<file path="src/verilog/qdp_pkg.sv">
/*
 * Shared constants and types for the quad-pumped data phase block.
 * Assumes a 10 MHz core clock and a bus clock of 800 ns that is sampled, not used as a clock.
 */
// What this block does
// - Data path is 64 lines wide, all active low, shared by every agent.
// - The driving agent asserts data-valid low for each valid data transfer.
// - Four data words are presented within every common bus clock period.
// - Receiver captures on falling edges of positive then negative strobe, alternating.
// - Each 16-line group has its own strobe pair and inversion line, index by position.
// - Inversion lines travel with their group's data, timed by the same strobes.
// - An active inversion line means the receiver flips the group back before use.
// - Driver inverts a group when more than half its lines would be low.
// - Inversion index 3 covers bits 63:48 down to index 0 covering bits 15:0.
// - The driving agent holds data-bus-busy low while it uses the data bus.
// - No agent takes the data bus until the owner releases data-bus-busy.
// - In multi-clock transfers the driver may drop data-valid to insert idle clocks.
// - All agents take timing from the differential bus clock pair.
package qdp_pkg;

   localparam int DATA_W    = 64;
   localparam int GROUP_W   = 16;
   localparam int GROUPS    = 4;
   localparam int BEATS     = 4;
   localparam int MCLK_NS   = 100;
   localparam int BCLK_NS   = 800;
   localparam int PHASES    = BCLK_NS / MCLK_NS;
   localparam int INV_LIMIT = GROUP_W / 2;
   localparam int BUF_DEPTH = 2;

   localparam logic [2:0] LAST_PHASE = 3'(PHASES - 1);
   localparam logic [2:0] BEATS_DONE = 3'(BEATS);
   localparam logic       PIN_IDLE   = 1'b1;

   // One bus clock worth of payload: four 64-bit words.
   typedef logic [BEATS-1:0][DATA_W-1:0] line_t;

   typedef struct packed {
      logic  last;
      line_t words;
   } tx_line_t;

   // Every pin sampled from the bus, in one bundle for the synchroniser.
   typedef struct packed {
      logic [DATA_W-1:0] data;
      logic              valid_n;
      logic [GROUPS-1:0] spos_n;
      logic [GROUPS-1:0] sneg_n;
      logic [GROUPS-1:0] inv_n;
      logic              busy_n;
      logic              clk_p;
      logic              clk_n;
   } pins_t;

   typedef enum logic [1:0] {TX_IDLE, TX_SEND, TX_GAP} tx_state_t;

endpackage : qdp_pkg

</file>
<file path="src/verilog/quad_data_phase.sv">
/*
 * Data-phase engine of a shared system bus: drives and receives quad-pumped,
 * group-inverted data with valid and busy handshakes.
 * Assumes every bus pin, including the bus clock pair, is asynchronous to mclk_i and
 * that the bus clock is at least eight core clocks long; pins are resolved outside.
 */
module quad_data_phase
   import qdp_pkg::*;
(
   input  wire logic                        mclk_i,
   input  wire logic                        reset_i,
   input  wire logic                        bus_clk_p_i,
   input  wire logic                        bus_clk_n_i,
   input  wire logic [qdp_pkg::DATA_W-1:0]  data_i,
   output logic      [qdp_pkg::DATA_W-1:0]  data_o,
   output logic                             data_oe_o,
   input  wire logic                        data_valid_n_i,
   output logic                             data_valid_n_o,
   output logic                             data_valid_oe_o,
   input  wire logic [qdp_pkg::GROUPS-1:0]  data_strobe_pos_n_i,
   output logic      [qdp_pkg::GROUPS-1:0]  data_strobe_pos_n_o,
   output logic                             data_strobe_pos_oe_o,
   input  wire logic [qdp_pkg::GROUPS-1:0]  data_strobe_neg_n_i,
   output logic      [qdp_pkg::GROUPS-1:0]  data_strobe_neg_n_o,
   output logic                             data_strobe_neg_oe_o,
   input  wire logic [qdp_pkg::GROUPS-1:0]  group_invert_n_i,
   output logic      [qdp_pkg::GROUPS-1:0]  group_invert_n_o,
   output logic                             group_invert_oe_o,
   input  wire logic                        data_bus_busy_n_i,
   output logic                             data_bus_busy_n_o,
   output logic                             data_bus_busy_oe_o,
   input  wire logic                        tx_valid_i,
   input  wire qdp_pkg::tx_line_t           tx_line_i,
   output logic                             tx_ready_o,
   output logic                             rx_valid_o,
   output qdp_pkg::line_t                   rx_line_o
);
   import qdp_pkg::*;

   localparam int PTR_W = $clog2(BUF_DEPTH);

   pins_t                  pins_in;
   pins_t                  sync1_q;
   pins_t                  sync2_q;
   logic                   bclk_prev_q;
   logic                   bclk_rise;
   logic [2:0]             phase_q;
   tx_line_t               buf_q [BUF_DEPTH];
   logic [PTR_W-1:0]       wr_ptr_q;
   logic [PTR_W-1:0]       rd_ptr_q;
   logic [PTR_W:0]         cnt_q;
   logic [PTR_W:0]         cnt_d;
   logic                   ready_q;
   logic                   push;
   logic                   load;
   tx_line_t               head;
   tx_state_t              state_q;
   tx_line_t               cur_q;
   logic                   own_q;
   logic                   busy_n_q;
   logic                   valid_n_q;
   logic [DATA_W-1:0]      data_q;
   logic [GROUPS-1:0]      inv_n_q;
   logic [GROUPS-1:0]      spos_n_q;
   logic [GROUPS-1:0]      sneg_n_q;
   logic [DATA_W-1:0]      beat_word;
   logic [DATA_W-1:0]      enc_data;
   logic [GROUPS-1:0]      enc_inv_n;
   logic                   pos_low;
   logic                   neg_low;
   logic [GROUPS-1:0]      done;
   logic                   all_done;
   logic                   valid_beat_q;
   logic                   rx_valid_q;
   line_t                  rx_line_q;
   wire  [BEATS-1:0][DATA_W-1:0] rx_asm;

   // Encode one group: if more than half the lines would sit low, send it flipped.
   function automatic logic [GROUP_W:0] encode_grp(input logic [GROUP_W-1:0] w);
      logic [4:0] ones;
      ones = 5'($countones(w));
      if (ones > 5'(INV_LIMIT)) begin
         return {1'b0, w};
      end
      return {1'b1, ~w};
   endfunction : encode_grp

   // All bus pins are asynchronous, so they pass two flip-flops as one bundle.
   assign pins_in = '{data: data_i, valid_n: data_valid_n_i, spos_n: data_strobe_pos_n_i,
                      sneg_n: data_strobe_neg_n_i, inv_n: group_invert_n_i,
                      busy_n: data_bus_busy_n_i, clk_p: bus_clk_p_i, clk_n: bus_clk_n_i};

   always_ff @(posedge mclk_i) begin
      if (reset_i) begin
         sync1_q <= '1;
         sync2_q <= '1;
      end else begin
         sync1_q <= pins_in;
         sync2_q <= sync1_q;
      end
   end

   assign bclk_rise = sync2_q.clk_p & ~bclk_prev_q & ~sync2_q.clk_n;

   // The phase counter divides each bus clock into four beat slots of two core clocks.
   always_ff @(posedge mclk_i) begin
      if (reset_i) begin
         bclk_prev_q <= 1'b0;
         phase_q     <= LAST_PHASE;
      end else begin
         bclk_prev_q <= sync2_q.clk_p;
         if (bclk_rise) begin
            phase_q <= 3'h0;
         end else if (phase_q != LAST_PHASE) begin
            phase_q <= phase_q + 3'h1;
         end
      end
   end

   // Two-entry buffer; the engine drains it only on bus clock edges, so it really fills.
   assign push  = tx_valid_i & ready_q;
   assign head  = buf_q[rd_ptr_q];
   assign cnt_d = cnt_q + (PTR_W+1)'(push) - (PTR_W+1)'(load);

   always_ff @(posedge mclk_i) begin
      if (reset_i) begin
         wr_ptr_q <= '0;
         rd_ptr_q <= '0;
         cnt_q    <= '0;
         ready_q  <= 1'b0;
      end else begin
         if (push) begin
            buf_q[wr_ptr_q] <= tx_line_i;
            wr_ptr_q        <= wr_ptr_q + PTR_W'(1);
         end
         if (load) begin
            rd_ptr_q <= rd_ptr_q + PTR_W'(1);
         end
         cnt_q   <= cnt_d;
         ready_q <= (cnt_d < (PTR_W+1)'(BUF_DEPTH));
      end
   end

   assign load = bclk_rise && (cnt_q != '0) &&
                 ((state_q == TX_IDLE && sync2_q.busy_n) ||
                  (state_q == TX_SEND && !cur_q.last) || state_q == TX_GAP);

   // Busy and valid change only on bus clock edges.
   always_ff @(posedge mclk_i) begin
      if (reset_i) begin
         state_q   <= TX_IDLE;
         busy_n_q  <= PIN_IDLE;
         valid_n_q <= PIN_IDLE;
         cur_q     <= '0;
      end else if (bclk_rise) begin
         if (load) begin
            cur_q <= head;
         end
         case (state_q)
            TX_IDLE: begin
               if (load) begin
                  state_q   <= TX_SEND;
                  busy_n_q  <= 1'b0;
                  valid_n_q <= 1'b0;
               end
            end
            TX_SEND: begin
               if (cur_q.last) begin
                  state_q   <= TX_IDLE;
                  busy_n_q  <= PIN_IDLE;
                  valid_n_q <= PIN_IDLE;
               end else if (load) begin
                  valid_n_q <= 1'b0;
               end else begin
                  state_q   <= TX_GAP;
                  valid_n_q <= PIN_IDLE;
               end
            end
            TX_GAP: begin
               if (load) begin
                  state_q   <= TX_SEND;
                  valid_n_q <= 1'b0;
               end
            end
            default: begin
               state_q <= TX_IDLE;
            end
         endcase
      end
   end

   // The fourth strobe of a line falls on the closing bus clock edge, so the pins stay
   // driven one core clock past busy; dropping them on that edge would cut the last beat.
   always_ff @(posedge mclk_i) begin
      if (reset_i) begin
         own_q <= 1'b0;
      end else if (load && state_q == TX_IDLE) begin
         own_q <= 1'b1;
      end else if (state_q == TX_IDLE && busy_n_q == PIN_IDLE) begin
         own_q <= 1'b0;
      end
   end

   assign beat_word = cur_q.words[phase_q[2:1]];

   for (genvar g = 0; g < GROUPS; g++) begin : g_enc
      assign {enc_inv_n[g], enc_data[g*GROUP_W +: GROUP_W]} =
         encode_grp(beat_word[g*GROUP_W +: GROUP_W]);
   end

   // Data changes at even phases and strobes fall one clock later, giving setup and hold.
   assign pos_low = (state_q == TX_SEND) &&
                    (phase_q == 3'h1 || phase_q == 3'h2 || phase_q == 3'h5 || phase_q == 3'h6);
   assign neg_low = (state_q == TX_SEND) &&
                    (phase_q == 3'h3 || phase_q == 3'h4 || phase_q == 3'h7);

   always_ff @(posedge mclk_i) begin
      if (reset_i) begin
         data_q   <= '1;
         inv_n_q  <= '1;
         spos_n_q <= '1;
         sneg_n_q <= '1;
      end else begin
         if (state_q == TX_SEND && !phase_q[0]) begin
            data_q  <= enc_data;
            inv_n_q <= enc_inv_n;
         end
         spos_n_q <= {GROUPS{~pos_low}};
         sneg_n_q <= {GROUPS{~neg_low}};
      end
   end

   assign data_o               = data_q;
   assign data_oe_o            = own_q;
   assign group_invert_n_o     = inv_n_q;
   assign group_invert_oe_o    = own_q;
   assign data_strobe_pos_n_o  = spos_n_q;
   assign data_strobe_pos_oe_o = own_q;
   assign data_strobe_neg_n_o  = sneg_n_q;
   assign data_strobe_neg_oe_o = own_q;
   assign data_valid_n_o       = valid_n_q;
   assign data_valid_oe_o      = own_q;
   assign data_bus_busy_n_o    = busy_n_q;
   assign data_bus_busy_oe_o   = own_q;
   assign tx_ready_o           = ready_q;

   // Receive side: each group counts its own beats, so skew between groups is tolerated.
   for (genvar g = 0; g < GROUPS; g++) begin : g_rx
      logic                           prev_p_q;
      logic                           prev_n_q;
      logic [2:0]                     cnt_q;
      logic [BEATS-1:0][GROUP_W-1:0]  beats_q;
      logic                           take;
      logic [GROUP_W-1:0]             pin_grp;
      // even beats on positive, odd on negative
      assign take = !own_q && cnt_q != BEATS_DONE &&
                    ((prev_p_q && !sync2_q.spos_n[g] && !cnt_q[0]) ||
                     (prev_n_q && !sync2_q.sneg_n[g] && cnt_q[0]));
      assign pin_grp = sync2_q.data[g*GROUP_W +: GROUP_W];
      assign done[g] = (cnt_q == BEATS_DONE);

      always_ff @(posedge mclk_i) begin
         if (reset_i) begin
            prev_p_q <= PIN_IDLE;
            prev_n_q <= PIN_IDLE;
            cnt_q    <= 3'h0;
            beats_q  <= '0;
         end else begin
            prev_p_q <= sync2_q.spos_n[g];
            prev_n_q <= sync2_q.sneg_n[g];
            if (all_done || own_q) begin
               cnt_q <= 3'h0;
            end else if (take) begin
               beats_q[cnt_q[1:0]] <= sync2_q.inv_n[g] ? ~pin_grp : pin_grp;
               cnt_q               <= cnt_q + 3'h1;
            end
         end
      end

      for (genvar b = 0; b < BEATS; b++) begin : g_beat
         assign rx_asm[b][g*GROUP_W +: GROUP_W] = beats_q[b];
      end
   end

   assign all_done = &done;

   // Valid is sampled with the first beat, which arrives well inside the data clock.
   always_ff @(posedge mclk_i) begin
      if (reset_i) begin
         valid_beat_q <= 1'b0;
         rx_valid_q   <= 1'b0;
         rx_line_q    <= '0;
      end else begin
         if (g_rx[0].take && g_rx[0].cnt_q == 3'h0) begin
            valid_beat_q <= ~sync2_q.valid_n;
         end
         rx_valid_q <= all_done && valid_beat_q;
         if (all_done) begin
            rx_line_q <= rx_asm;
         end
      end
   end

   assign rx_valid_o = rx_valid_q;
   assign rx_line_o  = rx_line_q;

   property p_busy_with_valid;
      @(posedge mclk_i) disable iff (reset_i)
      !valid_n_q |-> !busy_n_q && own_q;
   endproperty
   a_busy_with_valid: assert property (p_busy_with_valid) else $error("valid without busy");

   property p_valid_driven;
      @(posedge mclk_i) disable iff (reset_i)
      $fell(valid_n_q) |-> data_valid_oe_o && state_q == TX_SEND;
   endproperty
   a_valid_driven: assert property (p_valid_driven) else $error("valid not driven");

   property p_four_beats;
      @(posedge mclk_i) disable iff (reset_i)
      (state_q == TX_SEND && phase_q == 3'h1) |=> !spos_n_q[0] ##2 !sneg_n_q[0] ##2
         !spos_n_q[0] ##2 !sneg_n_q[0];
   endproperty
   a_four_beats: assert property (p_four_beats) else $error("fewer than four beats");

   property p_strobe_alternate;
      @(posedge mclk_i) disable iff (reset_i)
      $fell(spos_n_q[0]) |-> ##2 $fell(sneg_n_q[0]);
   endproperty
   a_strobe_alternate: assert property (p_strobe_alternate) else $error("no alternation");

   property p_inv_with_data;
      @(posedge mclk_i) disable iff (reset_i)
      $changed(inv_n_q) |-> $past(state_q == TX_SEND && !phase_q[0]);
   endproperty
   a_inv_with_data: assert property (p_inv_with_data) else $error("inversion off slot");

   property p_inv_majority;
      @(posedge mclk_i) disable iff (reset_i)
      own_q |-> (inv_n_q[3] ? $countones(data_q[63:48]) >= 8 : $countones(data_q[63:48]) > 8);
   endproperty
   a_inv_majority: assert property (p_inv_majority) else $error("bad inversion choice");

   property p_claim_free;
      @(posedge mclk_i) disable iff (reset_i)
      $rose(own_q) |-> $past(sync2_q.busy_n);
   endproperty
   a_claim_free: assert property (p_claim_free) else $error("bus taken while busy");

   property p_gap_idle;
      @(posedge mclk_i) disable iff (reset_i)
      state_q == TX_GAP |-> valid_n_q && !busy_n_q && spos_n_q[0] ##1 sneg_n_q[0];
   endproperty
   a_gap_idle: assert property (p_gap_idle) else $error("gap clock not idle");

   property p_rx_valid_only;
      @(posedge mclk_i) disable iff (reset_i)
      rx_valid_q |-> $past(valid_beat_q) && $past(all_done);
   endproperty
   a_rx_valid_only: assert property (p_rx_valid_only) else $error("rx without valid");

endmodule : quad_data_phase

</file>
<file path="config.mk">
export PLATFORM = sky130hd
export DESIGN_NAME = quad_data_phase
export DESIGN_NICKNAME = d
export VERILOG_FILES = /design/src/verilog/qdp_pkg.sv /design/src/verilog/quad_data_phase.sv
export SDC_FILE = /design/constraint.sdc
export NUM_CORES = 2
export LEC_CHECK = 0
export ABC_CLOCK_PERIOD_IN_PS = 60800
export BUFFER_PORTS_ARGS = -buffer_cell sky130_fd_sc_hd__buf_4
export CORE_MARGIN = 2
export CORE_UTILIZATION = 50
export CTS_CLUSTER_SIZE = 28
export DETAILED_ROUTE_END_ITERATION = 16
export GPL_TIMING_DRIVEN = 0
export PLACE_DENSITY = 0.7
export REMOVE_ABC_BUFFERS = 1
export SLEW_MARGIN = 20
export SYNTH_ARGS = -nofsm -noshare
export SYNTH_HDL_FRONTEND = slang
export SYNTH_SLANG_ARGS = --single-unit
</file>
<file path="constraint.sdc">
create_clock -name mclk_i -period 60.8 [get_ports mclk_i]
set_clock_uncertainty 0.1 [all_clocks]
set_input_delay 3.04 -clock mclk_i [delete_from_list [all_inputs] [get_ports mclk_i]]
set_output_delay 3.04 -clock mclk_i [all_outputs]
set_load 0.01 [all_outputs]
</file>
==> impl_results.rst <==
.. list-table::
   :header-rows: 1

   * - Metric
     - Value
   * - Outcome
     - finished, final reports clean
   * - Gate family responsible for the most delay along the worst path
     - adder cells
   * - CTS H-Tree Depth
     - 4
   * - HP Class
     - reg2reg
   * - Setup Buffers After CTS
     - 0
   * - Overall die width
     - 341.6 µm
   * - Type of the worst setup path
     - reg2reg
   * - Final Max Tran Viols
     - 0
   * - Main combinational cell family by area after synthesis
     - compound AO/OA/AOI/OAI gates
   * - Unrepaired setup endpoints after global routing
     - no
   * - Clock tree from TritonCTS
     - yes
   * - Adder-Cell Fraction of Synth Area
     - 0.02305
   * - Die footprint
     - between 100000 and 150000 µm²
   * - Final non-filler cell total
     - 7146
   * - Register clock-pin slew on the reported worst setup and hold paths
     - 60 ps
   * - Part of the Yosys area used for sequential elements
     - 0.6344
   * - Max-cap check violation count
     - 0
   * - Post-placement cell area
     - 64230 µm²
   * - Worst Setup SP
     - phase_q[2]
   * - Most common cell in the synthesized netlist
     - sky130_fd_sc_hd__dfxtp_1
   * - Nature of the critical path startpoint
     - flop
   * - End of the worst register-to-register path
     - data_o[43]
   * - Post-cts gate resize count
     - 0
   * - Signal arrival time at the worst endpoint
     - 7350 ps
   * - CP Cell Sequence
     - buf_16 -> buf_16 -> mux4_2 -> inv_1 -> fa_1 -> inv_1 -> fa_1 -> fa_1 -> inv_1 -> fa_1 -> inv_1 -> ha_1 -> inv_1 -> fa_1 -> nor3b_1 -> o2bb2ai_1 -> a22oi_2 -> and2_0 -> a211oi_1
   * - IR Drop Worst-Case VDD
     - ~28 µV
   * - Global-route wire length before repair
     - between 200000 and 250000 µm
   * - Share of post-route cells with drive strength above 1
     - 0.2435
   * - Placed cell count
     - roughly 6800
   * - Number of vias per cell after detailed routing
     - 5.229
   * - Time the final worst path needs with I/O delays and setup
     - roughly 7000 ps
   * - Pre-CTS WS
     - 53870 ps
   * - Dominant cell type by area after synthesis
     - sky130_fd_sc_hd__dfxtp_1
   * - Gpl congestion
     - approximately 0.8
   * - Reg area
     - 36170 µm²
   * - Global-route total usage across every layer
     - 0.2276
   * - Final critical-path share of the clock period
     - 0.1130
   * - Setup TNS
     - 0 ps
   * - Most common library cells after synthesis
     - sky130_fd_sc_hd__dfxtp_1 (1035), sky130_fd_sc_hd__nor2_1 (638), sky130_fd_sc_hd__a211oi_1 (571)
   * - Complex-gate fraction of the synthesized area
     - 0.1098
   * - Total gr overflow
     - 0
   * - Worst setup slack after layout
     - around 54000 ps
   * - Min Hold Slack
     - 290.1 ps
   * - Starting Density
     - 0.5052
   * - Buf/Inv on CP
     - 7
   * - Mux contribution to synthesized area
     - 0.07133
   * - Net total in the final layout
     - 5923
   * - Hold violation total from the final report
     - 0
   * - Number of remaining DRC errors
     - 0
   * - Mean cell area of the mapped netlist
     - 11.68 µm²
   * - Number of cell rows
     - 123
   * - Post-detail-place hpwl
     - 93280 µm
   * - Area fraction in and, or, nand and nor cells after synthesis
     - 0.1036
   * - FFs w/ async S/R, synth
     - 0
   * - Worst-path cell with the longest stage delay
     - sky130_fd_sc_hd__and2_0
   * - Slack of the worst reg-to-reg path
     - 53930 ps
   * - Parity-gate share of the synthesized area counting xor and xnor cells
     - 0.01675
   * - Critical Path Sink Type
     - flop
   * - Total number of vias
     - 37370
   * - Slew at the pin closest to its max-slew limit
     - 1074 ps
   * - Length in cells of the worst reg-to-reg path
     - 19
   * - Share of the core filled with cells in the final layout
     - 0.6156
   * - Critical path depth
     - 19
   * - Delay of the slowest cell on the worst path
     - 830 ps
   * - Number of detailed-routing iterations run before antenna repair
     - 5
   * - Design area
     - 69440 µm²
   * - Number of buffers inserted during clock tree synthesis
     - approximately 160
   * - Count of nets left with antenna violations after detail routing
     - 0
   * - Synth unique cells
     - 51
   * - Flip-flop and latch count after synthesis
     - about 1500
   * - Headroom to the max-slew limit
     - 0.2829
   * - Pin count of the biggest net entering global routing
     - between 100 and 150
   * - Vias in the first global route
     - roughly 36000
   * - Final Total Pwr
     - between 2 and 2.5 mW
   * - Dominant cells by area after synthesis
     - sky130_fd_sc_hd__dfxtp_1 (36%), sky130_fd_sc_hd__edfxtp_1 (27%), sky130_fd_sc_hd__a211oi_1 (7.5%), sky130_fd_sc_hd__mux2i_1 (4.6%), sky130_fd_sc_hd__nor2_1 (4.2%)
   * - Post-CTS Hold Buffers
     - 0
   * - Total power density per cell area
     - 31.60 nW/µm²
   * - Total clock sinks
     - around 1500
   * - Filler cell count
     - 8804
   * - Clock latency reported for the late side of the worst-skew pair
     - 760 ps
   * - Final WL
     - about 130000 µm
   * - Syn Inst Count
     - 4881
   * - Root buffer selected by CTS
     - sky130_fd_sc_hd__clkbuf_16
   * - Number of enable-type register cells in the synthesized netlist
     - 514
   * - Last element of the critical path
     - data_o[43]
   * - Die boundary height
     - between 300 and 400 µm
   * - Iter 0 DRT Violations
     - 2288
   * - Critical path required time
     - roughly 61000 ps
   * - Cell area after synthesis
     - between 50000 and 60000 µm²
   * - Dominant register cell in the synthesized netlist
     - sky130_fd_sc_hd__dfxtp_1
   * - Number of antenna violations at the first check in global routing
     - 38
   * - Number of I/O pins
     - around 700
   * - Routed len/inst
     - 18.88 µm
   * - Area of the placeable core
     - 112800 µm²
   * - Top cell type's share of synthesized area
     - 0.3636
   * - Maximum clock path buffer count
     - 3
   * - Critical path peak fanout
     - 25
   * - Area delta synth->final
     - 21.86%
   * - Port Buffer Count
     - 681
   * - Max Clock Freq
     - 145.6 MHz
   * - Yosys warns
     - 0
   * - Pleak
     - 24.43 nW
   * - Startpoint of the lowest-slack register-to-register path
     - phase_q[2]
   * - Multi-input combinational cell area
     - 18570 µm²
   * - Count of endpoints failing setup in the final report
     - 0
## sequential cells by signal, indices dropped and copies added, names as in the netlist, 2 cells and up
signal	flops
buf_q	514
cnt_q	2
cur_q	257
data_o	64
g_rx.beats_q	256
g_rx.cnt_q	12
g_rx.pin_grp	64
g_rx.prev_n_q	4
g_rx.prev_p_q	4
group_invert_n_o	4
phase_q	3
rx_line_o	256
state_q	2
sync1_q	80
sync2_q	16
## cell usage in the layout (no fill, tap or decap), drive strengths merged, types with 40 or more instances in the layout
cell type  synthesis  layout
dfxtp           1035    1035
buf              171     836
nor2             644     644
a211oi           575     575
nand2            529     529
edfxtp           514     514
a21oi            303     303
mux2i            261     261
clkbuf           205     220
or2              172     172
inv              128     136
xnor2            107     107
mux4              64      64
clkinv             0      51
ha                41      41
fa                40      40
## cell type report
| cell class | count | area share |
|---|---|---|
| Timing Repair Buffer | 836 | 0.1028 |
| Sequential cell | 1549 | 0.5208 |
| Multi-Input combinational cell | 2828 | 0.2674 |
| Antenna cell | 15 | 0.0005405 |
| Clock buffer | 220 | 0.06528 |
| Tap cell | 1500 | 0.02703 |
| Clock inverter | 70 | 0.009225 |
| Inverter | 128 | 0.006919 |
## worst reg2reg max path: cells and delay by family, from the launching register on
family / cells / cell delay, ps
flip-flops: 1 / 700
adder cells (fa/ha/maj): 6 / 2580
multiplexers: 1 / 620
AND/OR/NAND/NOR: 2 / 1020
AO/OA/AOI/OAI: 3 / 730
buffers and inverters: 7 / 960
## worst min-delay path by stage
stage | to | cells after the start | slack, ps | from
2_1_floorplan | valid_beat_q | 1 | 280 | sync2_q[15]
3_3_place_gp | g_rx[3].pin_grp[6] | 1 | 290 | sync1_q[70]
3_5_place_dp | g_rx[1].pin_grp[12] | 1 | 290 | sync1_q[44]
4_1_cts | g_rx[3].pin_grp[15] | 1 | 290 | sync1_q[79]
5_1_grt | g_rx[3].pin_grp[12] | 1 | 310 | sync1_q[76]
6_report | g_rx[0].pin_grp[11] | 1 | 290 | sync1_q[27]
## power by group
part           switching (mW)  internal, mW  total [mW]
sequential             0.0151          1.09        1.11
combinational          0.0710        0.0616       0.133
clock                   0.402         0.553       0.955
total                   0.488          1.71        2.19
## cell families after synthesis
| family | after synthesis |
|---|---|
| flip-flops | 1549 |
| XOR/XNOR | 109 |
| adder cells (fa/ha/maj) | 81 |
| buffers and inverters | 504 |
| AO/OA/AOI/OAI | 912 |
| multiplexers | 326 |
| AND/OR/NAND/NOR | 1400 |
## routing by layer
metal	GRT usage	vias to the layer above	routed length, µm
li1	-	18310	-
met1	0.2801	17840	54100
met2	0.3817	909	66660
met3	0.06444	257	9949
met4	0.08306	46	3910
met5	0	-	280
No activity file was read; power rests on OpenSTA's default activity.
